--- src/ckd_cfg.svh ---
`ifndef CKD_CFG_SVH
`define CKD_CFG_SVH
`define CKD_ADDR_CLKDIV    12'h000
`define CKD_ADDR_PWRCTL    12'h004
`define CKD_ADDR_CMPCTL    12'h008
`define CKD_ADDR_STATUS    12'h00C
`define CKD_BIT_UNLOCK     7
`define CKD_BIT_ARM        5
`define CKD_MODE_HI        4
`define CKD_MODE_LO        3
`define CKD_BIT_CMPDIS     7
`define CKD_SEL_W          4
`define CKD_SEL_MAX        4'h8
`define CKD_SEL_FUSE       4'h3
`define CKD_SEL_RST        4'h0
`define CKD_UNLOCK_CYC     3'h4
`define CKD_HOLD_CYC       3'h4
`define CKD_STARTUP_CYC    4'h6
`endif

--- src/ckd_pkg.sv ---
package ckd_pkg;
   typedef enum logic [1:0] {
      CKD_IDLE, CKD_NOISE, CKD_PDOWN, CKD_RSVD
   } ckd_mode_e;
   typedef enum logic [1:0] {
      CKD_RUN, CKD_SLEEP, CKD_START, CKD_HOLD
   } ckd_state_e;
   typedef struct packed {
      logic cpu;
      logic flash;
      logic io;
      logic adc;
   } ckd_clken_s;
   typedef struct packed {
      logic external_interrupt_zero_level;
      logic pin_change;
      logic watchdog;
      logic adc_done;
      logic mem_ready;
      logic comparator;
      logic other_io;
   } ckd_wake_s;
endpackage

--- src/ckd_clock_sleep.sv ---
// Chosen here: the register offsets and the APB interface to the registers.
`timescale 1ns/100ps
`default_nettype none
`include "ckd_cfg.svh"
module ckd_clock_sleep
   import ckd_pkg::*;
(
   input  wire logic        SYS_CLK,
   input  wire logic        RST_B,
   input  wire logic        PSEL,
   input  wire logic        PENABLE,
   input  wire logic        PWRITE,
   input  wire logic [11:0] PADDR,
   input  wire logic [31:0] PWDATA,
   output logic      [31:0] PRDATA,
   output logic             PREADY,
   output logic             PSLVERR,
   input  wire logic        DIVIDE_BY_EIGHT_FUSE,
   input  wire logic        SLEEP_INSTR,
   input  wire logic        ADC_ENABLED,
   input  wire ckd_wake_s   WAKE_IRQ,
   output ckd_clken_s       CLK_EN,
   output logic             OSC_ENABLE,
   output logic             ADC_AUTO_START,
   output logic             INTR_WAKE,
   output logic             SLEEPING
);
   logic [`CKD_SEL_W-1:0] sel_r;
   logic                  unlock_r;
   logic [2:0]            unl_cnt_r;
   logic                  arm_r;
   logic [1:0]            mode_r;
   logic                  cmp_dis_r;
   logic [8:0]            div_cnt_r;
   logic [`CKD_SEL_W-1:0] act_sel_r;
   logic                  tick;
   ckd_state_e            state_r;
   ckd_mode_e             slp_mode_r;
   logic [3:0]            wait_r;
   logic                  fuse_taken_r;
   logic                  wr;
   logic                  rd;
   logic                  wake;
   logic [7:0]            clkdiv_rd;

   // Division factor minus one for a select code
   function automatic logic [8:0] div_last(input logic [3:0] s);
      logic [8:0] one;
      one = 9'h001;
      if (s > `CKD_SEL_MAX) begin
         div_last = 9'h000;
      end else begin
         div_last = (one << s) - 9'h001;
      end
   endfunction

   assign wr = PSEL && PENABLE && PWRITE;
   assign rd = PSEL && !PWRITE;
   assign PREADY = 1'b1;
   assign PSLVERR = 1'b0;

   // Fuse is a level, so it is caught after reset release
   always_ff @(posedge SYS_CLK or negedge RST_B) begin
      if (!RST_B) begin
         fuse_taken_r <= 1'b0;
      end else begin
         fuse_taken_r <= 1'b1;
      end
   end

   always_ff @(posedge SYS_CLK or negedge RST_B) begin
      if (!RST_B) begin
         sel_r <= `CKD_SEL_RST;
      end else if (!fuse_taken_r) begin
         sel_r <= DIVIDE_BY_EIGHT_FUSE ? `CKD_SEL_FUSE
                                       : `CKD_SEL_RST;
      end else if (wr && PADDR == `CKD_ADDR_CLKDIV && unlock_r
                   && !PWDATA[`CKD_BIT_UNLOCK]) begin
         sel_r <= PWDATA[`CKD_SEL_W-1:0];
      end
   end

   always_ff @(posedge SYS_CLK or negedge RST_B) begin
      if (!RST_B) begin
         unlock_r  <= 1'b0;
         unl_cnt_r <= 3'h0;
      end else if (unlock_r) begin
         // Rewrite ignored; select write or timeout closes window
         if ((wr && PADDR == `CKD_ADDR_CLKDIV && !PWDATA[`CKD_BIT_UNLOCK])
             || unl_cnt_r == `CKD_UNLOCK_CYC - 3'h1) begin
            unlock_r <= 1'b0;
         end
         unl_cnt_r <= unl_cnt_r + 3'h1;
      end else if (wr && PADDR == `CKD_ADDR_CLKDIV
                   && PWDATA[7:0] == 8'h80) begin
         unlock_r  <= 1'b1;
         unl_cnt_r <= 3'h0;
      end
   end

   // Divider moves to a new setting only at a period boundary,
   // so no period is ever shorter than either setting allows.
   always_ff @(posedge SYS_CLK or negedge RST_B) begin
      if (!RST_B) begin
         div_cnt_r <= 9'h000;
         act_sel_r <= `CKD_SEL_RST;
      end else if (div_cnt_r >= div_last(act_sel_r)) begin
         div_cnt_r <= 9'h000;
         act_sel_r <= sel_r;
      end else begin
         div_cnt_r <= div_cnt_r + 9'h001;
      end
   end

   assign tick = div_cnt_r >= div_last(act_sel_r);

   always_ff @(posedge SYS_CLK or negedge RST_B) begin
      if (!RST_B) begin
         arm_r     <= 1'b0;
         mode_r    <= 2'h0;
         cmp_dis_r <= 1'b0;
      end else if (wr && PADDR == `CKD_ADDR_PWRCTL) begin
         arm_r  <= PWDATA[`CKD_BIT_ARM];
         mode_r <= PWDATA[`CKD_MODE_HI:`CKD_MODE_LO];
      end else if (wr && PADDR == `CKD_ADDR_CMPCTL) begin
         cmp_dis_r <= PWDATA[`CKD_BIT_CMPDIS];
      end
   end

   always_comb begin
      unique case (slp_mode_r)
         CKD_IDLE: begin
            wake = WAKE_IRQ.external_interrupt_zero_level || WAKE_IRQ.pin_change
                   || WAKE_IRQ.watchdog || WAKE_IRQ.adc_done
                   || WAKE_IRQ.mem_ready || WAKE_IRQ.other_io
                   || (WAKE_IRQ.comparator && !cmp_dis_r);
         end
         CKD_NOISE: begin
            wake = WAKE_IRQ.external_interrupt_zero_level || WAKE_IRQ.pin_change
                   || WAKE_IRQ.watchdog || WAKE_IRQ.adc_done
                   || WAKE_IRQ.mem_ready;
         end
         default: begin
            wake = WAKE_IRQ.external_interrupt_zero_level || WAKE_IRQ.pin_change
                   || WAKE_IRQ.watchdog;
         end
      endcase
   end

   // Resets wake via RST_B, which restarts from the reset vector
   always_ff @(posedge SYS_CLK or negedge RST_B) begin
      if (!RST_B) begin
         state_r    <= CKD_RUN;
         slp_mode_r <= CKD_IDLE;
         wait_r     <= 4'h0;
      end else begin
         unique case (state_r)
            CKD_RUN: begin
               if (SLEEP_INSTR && arm_r
                   && mode_r != 2'(CKD_RSVD)) begin
                  state_r    <= CKD_SLEEP;
                  slp_mode_r <= ckd_mode_e'(mode_r);
               end
            end
            CKD_SLEEP: begin
               if (wake) begin
                  state_r <= CKD_START;
                  wait_r  <= 4'h0;
               end
            end
            CKD_START: begin
               // Only power-down restarts the oscillator
               if (slp_mode_r != CKD_PDOWN
                   || wait_r == `CKD_STARTUP_CYC - 4'h1) begin
                  state_r <= CKD_HOLD;
                  wait_r  <= 4'h0;
               end else begin
                  wait_r <= wait_r + 4'h1;
               end
            end
            CKD_HOLD: begin
               if (wait_r == 4'({1'b0, `CKD_HOLD_CYC}) - 4'h1) begin
                  state_r <= CKD_RUN;
               end else begin
                  wait_r <= wait_r + 4'h1;
               end
            end
         endcase
      end
   end

   // Only clocks are gated; storage is never reset by sleep
   always_ff @(posedge SYS_CLK or negedge RST_B) begin
      if (!RST_B) begin
         CLK_EN     <= '0;
         OSC_ENABLE <= 1'b1;
      end else begin
         CLK_EN.cpu   <= tick && state_r == CKD_RUN;
         CLK_EN.flash <= tick && state_r == CKD_RUN;
         CLK_EN.io    <= tick && (state_r == CKD_RUN
                         || slp_mode_r == CKD_IDLE);
         CLK_EN.adc   <= tick && (state_r == CKD_RUN
                         || slp_mode_r != CKD_PDOWN);
         OSC_ENABLE   <= !(state_r == CKD_SLEEP
                           && slp_mode_r == CKD_PDOWN);
      end
   end

   always_ff @(posedge SYS_CLK or negedge RST_B) begin
      if (!RST_B) begin
         ADC_AUTO_START <= 1'b0;
         INTR_WAKE      <= 1'b0;
         SLEEPING       <= 1'b0;
      end else begin
         ADC_AUTO_START <= state_r == CKD_RUN && SLEEP_INSTR && arm_r
                           && ADC_ENABLED
                           && mode_r[1] == 1'b0;
         INTR_WAKE      <= state_r == CKD_HOLD
                           && wait_r == 4'({1'b0, `CKD_HOLD_CYC}) - 4'h1;
         SLEEPING       <= state_r != CKD_RUN;
      end
   end

   always_comb begin
      clkdiv_rd = {unlock_r, 3'h0, sel_r};
   end

   always_ff @(posedge SYS_CLK or negedge RST_B) begin
      if (!RST_B) begin
         PRDATA <= 32'h0000_0000;
      end else if (rd && !PENABLE) begin
         unique case (PADDR)
            `CKD_ADDR_CLKDIV: PRDATA <= {24'h00_0000, clkdiv_rd};
            `CKD_ADDR_PWRCTL: PRDATA <= {26'h000_0000, arm_r, mode_r, 3'h0};
            `CKD_ADDR_CMPCTL: PRDATA <= {24'h00_0000, cmp_dis_r, 7'h00};
            `CKD_ADDR_STATUS: PRDATA <= {28'h000_0000, act_sel_r};
            default:          PRDATA <= 32'h0000_0000;
         endcase
      end
   end
endmodule
`default_nettype wire

--- config.mk ---
export PLATFORM = sky130hd
export DESIGN_NAME = ckd_clock_sleep
export DESIGN_NICKNAME = d
export VERILOG_FILES = /design/src/ckd_pkg.sv /design/src/ckd_clock_sleep.sv
export VERILOG_INCLUDE_DIRS = /design/src
export SDC_FILE = /design/constraint.sdc
export NUM_CORES = 1
export LEC_CHECK = 0
export BUFFER_PORTS_ARGS = -buffer_cell sky130_fd_sc_hd__buf_4
export CAP_MARGIN = 20
export CORE_ASPECT_RATIO = 0.75
export CORE_UTILIZATION = 24
export DETAILED_ROUTE_END_ITERATION = 8
export GPL_TIMING_DRIVEN = 0
export PLACE_DENSITY = 0.45
export SLEW_MARGIN = 20
export SYNTH_ARGS = -nofsm -noshare
export SYNTH_HDL_FRONTEND = slang
export SYNTH_SLANG_ARGS = --single-unit
--- constraint.sdc ---
create_clock -name SYS_CLK -period 5.8 [get_ports SYS_CLK]
set_input_delay 0 -clock SYS_CLK [delete_from_list [all_inputs] [get_ports SYS_CLK]]
set_output_delay 0 -clock SYS_CLK [all_outputs]
set_load 0.01 [all_outputs]
* Yosys cells after proc, flatten, opt, wreduce, memory -nomap -nowiden
Index checks and enable logic that the tools add are counted. W data, S select, Z words.
Operators by class: reduce and logical (&&, ||, !) cells 48, equal/unequal tests 20, add/sub/neg operators 4, order comparisons 2, mux-type cells 21, shift operators 1, bitwise gates (word level) 2
Operator list (count):
- $pmux W8 S4 | 1
- $eq A12 B4 Y1 const B | 2
- $logic_and A1 B1 Y1 | 23
- $mux W4 | 5
- $mux W9 | 2
- $eq A12 B3 Y1 const B | 1
- $logic_not A12 Y1 | 1
- $ne A2 B2 Y1 const B | 6
- $pmux W4 S3 | 1
- $logic_or A1 B1 Y1 | 10
- $mux W2 | 5
- $add A9 B1 Y9 const B | 1
- $ge A9 B9 Y1 | 1
- $shl A1 B4 Y9 const A | 1
- $sub A9 B1 Y9 const B | 1
- $eq A8 B8 Y1 const B | 1
- $pmux W2 S4 | 1
- $eq A2 B2 Y1 const B | 3
- $mux W3 | 2
- $logic_not A1 Y1 | 5
- $add A4 B1 Y4 const B | 1
- $eq A2 B1 Y1 const B | 2
- $eq A4 B2 Y1 const B | 1
- $eq A4 B3 Y1 const B | 1
- other kinds (13) | 20
Storage, ports and cells: word-level logic and storage cells 118, register bits after elaboration 73, input port bits 59, output and inout bits 42

* Longest topological paths before layout
Gate-level depths: netlist of the first run.
depth after elaboration 9, gate-level depth with buffers 14, mapped depth without buffers 12

* Worst setup path after synthesis of the first run
OpenSTA, ideal clock, no wires.
kind flip-flop to flip-flop, start point reg act_sel_r[1], end point reg CLK_EN[1] (netlist name), data arrival time 3.136 ns, path slack 2.544 ns, library setup time 0.120 ns, clock period less this slack 3.256 ns, stages on the path, launching flop included 15, path through dfrtp_1 -> clkbuf_1 -> or3_1 -> or2_2 -> ha_1 -> nand2b_1 -> nor3b_1 -> a21oi_1 -> a2bb2oi_1 -> ha_1 -> and2_1 -> a22oi_2 -> o211ai_1 -> buf_2 -> o211a_1
On the way: longest elaborated chain between the ends 5
RTL lines:
- from (decl) | RTL line ckd_clock_sleep.sv:35 | logic [`CKD_SEL_W-1:0] act_sel_r;
- from (signal assigned) | RTL line ckd_clock_sleep.sv:106 | act_sel_r <= `CKD_SEL_RST;
- from (signal assigned) | RTL line ckd_clock_sleep.sv:109 | act_sel_r <= sel_r;
- $shl A1 B4 Y9 | RTL line ckd_clock_sleep.sv:53 | div_last = (one << s) - 9'h001;
- $sub A9 B1 Y9 | RTL line ckd_clock_sleep.sv:53
- $mux W9 (*) | RTL line ckd_clock_sleep.sv:50 | if (s > `CKD_SEL_MAX) begin
- $ge A9 B9 Y1 (*) | RTL line ckd_clock_sleep.sv:115 | assign tick = div_cnt_r >= div_last(act_sel_r);
- $logic_and A1 B1 Y1 (*) | RTL line ckd_clock_sleep.sv:200 | CLK_EN.io <= tick && (state_r == CKD_RUN
- to (decl) | RTL line ckd_clock_sleep.sv:22 | output ckd_clken_s CLK_EN,
Mark *: on every way between the ends. The rest lies on a longest branch, timed or not. A chain may end at the register's enable or synchronous reset.

* Worst setup path in the final report of the first run
start point reg act_sel_r[1], end point reg CLK_EN[0] (netlist name)
On the way: longest elaborated chain between the ends 5
RTL lines:
- $shl A1 B4 Y9 | RTL line ckd_clock_sleep.sv:53
- $sub A9 B1 Y9 | RTL line ckd_clock_sleep.sv:53
- $mux W9 (*) | RTL line ckd_clock_sleep.sv:50
- $ge A9 B9 Y1 (*) | RTL line ckd_clock_sleep.sv:115
- $logic_and A1 B1 Y1 (*) | RTL line ckd_clock_sleep.sv:202 | CLK_EN.adc <= tick && (state_r == CKD_RUN
Marked as above.

==> results of run 1 <==
[per-layer routing]
layer  global-route usage (%)  vias up
met2                    17.34       57
met3                    2.752        2
li1                         -     1254
met1                    16.60     1175
met5                        0        -
met4                    2.415        0
[timing repair]
item	4_1_cts	5_1_grt
hold endpoints to repair	52	0
setup buffers	0	0
hold buffers	6	0
gates resized for setup	0	0
setup endpoints to repair	0	0
[worst reg2reg max path: cells and delay by family, from the launching register on]
kind / cells / cell delay [ns]
AO/OA/AOI/OAI: 5 / 1.27
AND/OR/NAND/NOR: 5 / 1.32
adder cells (fa/ha/maj): 2 / 0.53
buffers and inverters: 1 / 0.21
flip-flops: 1 / 0.37
[synth_stat cells (all sizes together), types with 4 or more instances]
library cell | n | area [um2]
dfrtp | 47 | 1176
buf | 30 | 220.2
ha | 19 | 237.7
a21oi | 16 | 80.08
nor2 | 16 | 62.56
o21ai | 14 | 70.06
inv | 11 | 41.29
nand2 | 10 | 37.54
nand3 | 10 | 50.05
nand4 | 10 | 68.81
clkbuf | 8 | 30.03
mux2 | 8 | 90.08
o31ai | 7 | 52.55
xor2 | 7 | 61.31
nand2b | 6 | 45.04
o211ai | 6 | 45.04
nor3b | 5 | 37.54
nor4 | 5 | 43.79
o2111ai | 5 | 43.79
a22o | 4 | 36.29
a22oi | 4 | 35.03
mux2i | 4 | 40.04
nor2b | 4 | 32.53
o21a | 4 | 30.03
o2bb2a | 4 | 40.04
[registers in the layout (all words and copies together), names as in the netlist]
name and cells:
cmp_dis_r 1, INTR_WAKE 1, arm_r 1, act_sel_r 4
ADC_AUTO_START 1, fuse_taken_r 1, state_r 2, slp_mode_r 2
SLEEPING 1, mode_r 2, PRDATA 7, unl_cnt_r 3
sel_r 4, CLK_EN 3, unlock_r 1, div_cnt_r 9
wait_r 4, OSC_ENABLE 1
[cells by family (layout without fill, tap and decap cells)]
family | count (synthesis) | in the layout
compound gates | 83 | 83
simple gates | 83 | 83
buf+inv | 49 | 110
flops | 48 | 48
fa+ha+maj | 19 | 19
mux | 12 | 12
xor+xnor | 8 | 8
other cells | 2 | 29
[area by class of cell]
| cell class | count | area (um2) | share of cell area, % |
|---|---|---|---|
| plain buffers | 38 | 250.2 | 6.400 |
| clock buffers | 6 | 138.9 | 3.552 |
| clock inverters | 2 | 13.76 | 0.3520 |
| inverters | 11 | 41.29 | 1.056 |
| multi-input cells | 234 | 1643 | 42.02 |
| flip-flops and latches | 48 | 1202 | 30.75 |
| well taps | 166 | 207.7 | 5.312 |
| repair buffers | 53 | 412.9 | 10.56 |
[stage by stage]
| stage | setup WS, ns | utilization [%] | std cells |
|---|---|---|---|
| floorplan | 2.544 | - | 331 |
| global placement | 1.976 | 30.05 | 544 |
| detailed placement | 1.978 | 30.05 | 544 |
| CTS | 1.933 | 31.77 | 558 |
| global route | 1.691 | 31.77 | 558 |
| finish | 1.952 | 31.77 | 558 |
[placed cells by master, fill, tap and decap left out, types with 2 or more instances in the layout]
master          n
nand4_1         9
o31ai_1         7
nand2_1        10
clkbuf_1        8
xor2_1          7
buf_4          75
mux2i_1         4
and3_1          3
o21a_1          4
nand3_1        10
inv_1          11
buf_2           2
o211ai_1        6
nand2b_1        5
mux2_2          6
nor3b_1         5
mux2_1          2
a21oi_1        16
nor2_1         15
nor4_2          2
or2_2           3
a31oi_1         3
dlygate4sd3_1   6
o2bb2a_1        4
nor4_1          3
nor2b_1         3
o21ai_0        13
conb_1         29
and4_1          2
a21o_1          2
a22oi_1         3
clkbuf_16       5
ha_1           19
o2111ai_1       5
a22o_1          3
dfrtp_1        47
and2_1          3
[power by group through the flow]
stage	Clock (mW)	Combinational (mW)	Sequential (mW)
after detailed placement	0	0.565	0.438
after CTS	0.316	0.573	0.432
after global routing	0.329	0.641	0.439
after floorplan	0	0.418	0.430
final	0.304	0.567	0.431
after global placement	0	0.562	0.438
[worst paths after layout]
check                                     start           end  slack, ns  cells past startpoint
setup reg to reg                   act_sel_r[1]     CLK_EN[0]       1.95                     13
hold / removal             DIVIDE_BY_EIGHT_FUSE      sel_r[1]      0.006                      3
min in group asynchronous                 RST_B  fuse_taken_r       0.29                      2
setup / recovery                   act_sel_r[1]     CLK_EN[0]       1.95                     13
hold reg to reg                       PRDATA[7]     PRDATA[7]       0.48                      2
max in group asynchronous                 RST_B  div_cnt_r[7]       5.09                      2
==> results.yml, run 1 <==
status:
  status: "finished, violations left"
  violations: "design-rule violations"
logic_synthesis:
  synth_area_mm2: 0.003035
  yosys.area_share.simple_pct: 16.41
  synthMuxAreaShare_pct: 4.287
  avgSynthCellArea_um2: 9.985
  syn_inst: 304
  ys_ff_latch: 48
  synth_xor_area_share_pct: 2.308
  synthAdderAreaFrac_pct: 7.832
  synth-seq-area-share_pct: 39.61
  synth_compound_area_share_pct: 19.70
  synthArstFlopShare_pct: 100.0
  synth_top_family_by_area: "compound AO/OA/AOI/OAI gates"
  ys_warn_count: 0
  synth_edf_count: 0
  synth_ff_type: "dfrtp_1"
  synth_cell_types: 64
clocking:
  htree_levels: 2
  cts_tree: "done"
  clock-root-buffer: "clkbuf_16"
  clock_path_buffers: 2
  insertion_delay_ns: 0.29
  cts.sinks: 48
  path_clk_slew_ns: 0.07
  numCtsBuffers: 5
critical_path:
  worstPathArrival_ns: 4.00
  critPathMaxStageDelay_ns: 0.47
  criticalPathCategory: "register to register"
  critical_path_buf_inv_count: 1
  critical_path_required_ns: 5.95
  crit_family: "simple AND/OR/NAND/NOR gates"
  cp-start-kind: "register"
  end_kind: "register"
  cpMaxStageDelayCell: "or3_1"
  path_cells: "clkbuf_1 > or3_1 > or2_2 > ha_1 > nand2b_1 > nor3b_1 > a21oi_1 > a2bb2oi_1 > ha_1 > and2_1 > o2111ai_1 > o21a_1 > a221oi_1"
  cp_max_fo: 10
  cp_common_cell: "ha_1"
finish:
  fin_area_mm2: 0.003910
  syn_to_final_growth_pct: 28.81
  diodes: 0
  fillers: 1289
  layout-drive-gt1-share_pct: 27.55
  fin_nets: 469
route:
  drt_iter0_markers: 168
  ant_nets: 0
  dr.pass1.iters: 6
  wire_per_inst_um: 12.85
  drt-total-wl_mm: 7.170
  num_vias: 2488
  vias_per_cell: 4.459
  drc_errors: 2
  met3_length_um: 281
  wl_met2_mm: 3.195
  wl_met1_mm: 3.648
  routed.top_layer: "met4"
min_path:
  hp-class: "primary input to register"
floorplanning:
  dieArea_mm2: 0.01311
  die_w_um: 131.9
  initial_core_util_pct: 24.67
  num_rows: 35
  io_pins: 101
  core-area_mm2: 0.01231
  die_h_um: 99.40
run:
  max_cap_violations: 0
power_and_ir_drop:
  switchingPower_mw: 0.4926
  pwr-share-seq_pct: 33.1
  power_density_mw_per_mm2: 333.1
  p_total_mw: 1.303
  pwr-share-clk_pct: 23.3
  intPower_mw: 0.8100
  ir_drop_mv: 0.1696
  combPwrFrac_pct: 43.6
  netSwitchingFraction_pct: 37.82
  leakage_nw: 1.799
placed_design:
  portBuffers: 47
  dp_hpwl_mm: 5.388
  postPlaceCellArea_mm2: 0.003697
  gp_congestion: 0.7693
sta:
  setup_viol: 0
  tns_ns: 0
  worst_slew_pin_slew_ns: 0.6437
  slew_violations: 0
  fin_worst_hold_slack_ns: 0.006052
  fin_crit_sh_pct: 66.35
  fin_skew_ns: 0.009703
  clock.fmax_ghz: 0.2599
  period_minus_slack_ns: 3.848
  hold_viol_final: 0
  slew_headroom_pct: 57.09
  rsz0062_at_grt: "false"
global_route:
  grt_pass1_vias: 2398
  grt_antenna_before_repair: 0
  grt_pass1_wl_mm: 12.03
  track_usage_pct: 11.51
  grt_overflow: 0
  grt_max_degree: 49
No activity file was read; power rests on OpenSTA's default activity.
==> inputs of run 2 (changes only) <==
==> constraint.sdc (replaced) <==
create_clock -name SYS_CLK -period 3.9 [get_ports SYS_CLK]
set_input_delay 0 -clock SYS_CLK [delete_from_list [all_inputs] [get_ports SYS_CLK]]
set_output_delay 0 -clock SYS_CLK [all_outputs]
set_load 0.01 [all_outputs]
==> run 2 against run 1 <==
Net effect: the flow still finishes with violations (design-rule violations); worst setup slack got worse by 1.7 ns; sequential power up 52%; hold slack worse by 0.0011 ns; clock skew is 0.0016 ns lower; power increased by 52%; die area stayed put; critical path depth unchanged; wire length is 0.42% higher; register-to-register slack worse by 1.7 ns; highest routed layer unchanged.
==> results.yml, run 2 (synthesis results as in run 1) <==
global_route:
  grt_overflow: 0
  grt_pass1_vias: 2398
  grt_max_degree: 49
  grt_pass1_wl_mm: 12.03
  grt_antenna_before_repair: 0
  track_usage_pct: 11.51
route:
  drc_errors: 2
  ant_nets: 0
  drt_iter0_markers: 130
  dr.pass1.iters: 8
  num_vias: 2488
  vias_per_cell: 4.459
  drt-total-wl_mm: 7.200
  wire_per_inst_um: 12.90
critical_path:
  worstPathArrival_ns: 3.84
  r2r_start: "act_sel_r[1]"
  reg2reg_slack_ns: 0.24
  path_cells: "clkbuf_1 > or3_1 > or2_2 > ha_1 > nand2b_1 > nor3b_1 > a21oi_1 > a2bb2oi_1 > ha_1 > and2_1 > o2111ai_2 > o21a_1 > a221oi_2"
  cpMaxStageDelayCell: "or3_1"
  cp-start-kind: "register"
  critPathMaxStageDelay_ns: 0.47
  cp-startpoint: "act_sel_r[1]"
  end_kind: "register"
  cp_common_cell: "ha_1"
  criticalPathCategory: "register to register"
  cp_max_fo: 10
  critical_path_required_ns: 4.08
sta:
  rsz0062_at_grt: "false"
  fin_crit_sh_pct: 93.93
  worst_slew_pin_slew_ns: 0.6486
  hold_viol_final: 0
  slew_violations: 0
  period_minus_slack_ns: 3.663
  fin_skew_ns: 0.008137
  slew_headroom_pct: 56.76
  tns_ns: 0
  fin_worst_hold_slack_ns: 0.004939
  setup_viol: 0
  clock.fmax_ghz: 0.2730
clocking:
  cts.sinks: 48
  htree_levels: 2
  numCtsBuffers: 5
  path_clk_slew_ns: 0.07
  clock_path_buffers: 2
  clock-root-buffer: "clkbuf_16"
  cts_tree: "done"
  insertion_delay_ns: 0.29
status:
  status: "finished, violations left"
  violations: "design-rule violations"
power_and_ir_drop:
  leakage_nw: 1.805
  ir_drop_mv: 0.2582
  p_total_mw: 1.984
  power_density_mw_per_mm2: 505.0
placed_design:
  gp_congestion: 0.7693
  postPlaceCellArea_mm2: 0.003697
  dp_hpwl_mm: 5.388
  portBuffers: 47
finish:
  fin_area_mm2: 0.003929
  largest_reg_flops: 9
  final_common_cell: "buf_4"
  fin_util_pct: 31.93
  ff_latch_area_mm2: 0.001202
  fillers: 1289
  layout-drive-gt1-share_pct: 28.32
  regMostFlops: "div_cnt_r"
  multi_input_area_mm2: 0.001655
  layout_common_cells: "76 x buf_4, 47 x dfrtp_1, 29 x conb_1, 19 x ha_1, 16 x a21oi_1"
  top_regs: "div_cnt_r: 9 flops, PRDATA: 7 flops"
  diodes: 0
  syn_to_final_growth_pct: 29.43
  fin_nets: 469
floorplanning:
  initial_core_util_pct: 24.67
  core-area_mm2: 0.01231
  die_h_um: 99.40
  io_pins: 101
  num_rows: 35
  die_w_um: 131.9
  dieArea_mm2: 0.01311
min_path:
  hp-class: "primary input to register"
  hold_path.startpoint: "PWDATA[2]"
run:
  max_cap_violations: 0
==> run 2: cell count changes in the layout (fill, tap and decap cells not counted) <==
cell | before | now
o2111ai_1 | 5 | 4
o2111ai_2 | 0 | 1
clkbuf_1 | 8 | 7
buf_4 | 75 | 76
clkbuf_4 | 0 | 1
a221oi_2 | 0 | 1
buf_2 | 2 | 1
a221oi_1 | 1 | 0
==> run 2: final timing paths <==
| path | to | cells after the start |
|---|---|---|
| worst min register to register | PRDATA[7] | 2 |
| worst max register to register | CLK_EN[0] | 13 |
| min in group asynchronous | fuse_taken_r | 2 |
| max in group asynchronous | div_cnt_r[7] | 2 |
| worst min-delay path | sel_r[2] | 3 |
| worst max-delay path | CLK_EN[0] | 13 |
==> run 2: area by class of cell <==
cell class | count | area share, %
plain buffers | 37 | 6.338
clock inverters | 2 | 0.3503
clock buffers | 6 | 3.535
flip-flops and latches | 48 | 30.60
inverters | 11 | 1.051
well taps | 166 | 5.287
multi-input cells | 234 | 42.13
repair buffers | 54 | 10.70
==> run 2: metrics by stage <==
stage | instances | setup WS (ns)
floorplan | 331 | 0.6438
global placement | 544 | 0.07600
detailed placement | 544 | 0.07794
CTS | 558 | 0.03341
global route | 558 | 0.01240
finish | 558 | 0.2369
==> run 2: per-layer routing <==
metal | global-route usage, % | wire (um)
met3 | 2.752 | 244
met2 | 17.34 | 3206
met1 | 16.60 | 3689
met4 | 2.415 | 60
met5 | 0 | 0
==> run 2: repair_timing <==
item	4_1_cts	5_1_grt
hold buffers	6	0
endpoints found under the setup margin	0	11
endpoints found under the hold margin	52	0
setup buffers	0	1
resized for setup	0	3
==> run 2: power breakdown <==
part | internal (mW) | total, mW | switching (mW)
registers | 0.573 | 0.653 | 0.0806
clock network | 0.257 | 0.454 | 0.197
logic | 0.406 | 0.877 | 0.471
==> run 2: worst max-delay path: cells and delay by family (launching register included) <==
family	cells	cell delay, ns
compound gates	5	1.10
fa+ha+maj	2	0.53
buf+inv	1	0.20
flops	1	0.37
simple gates	5	1.35
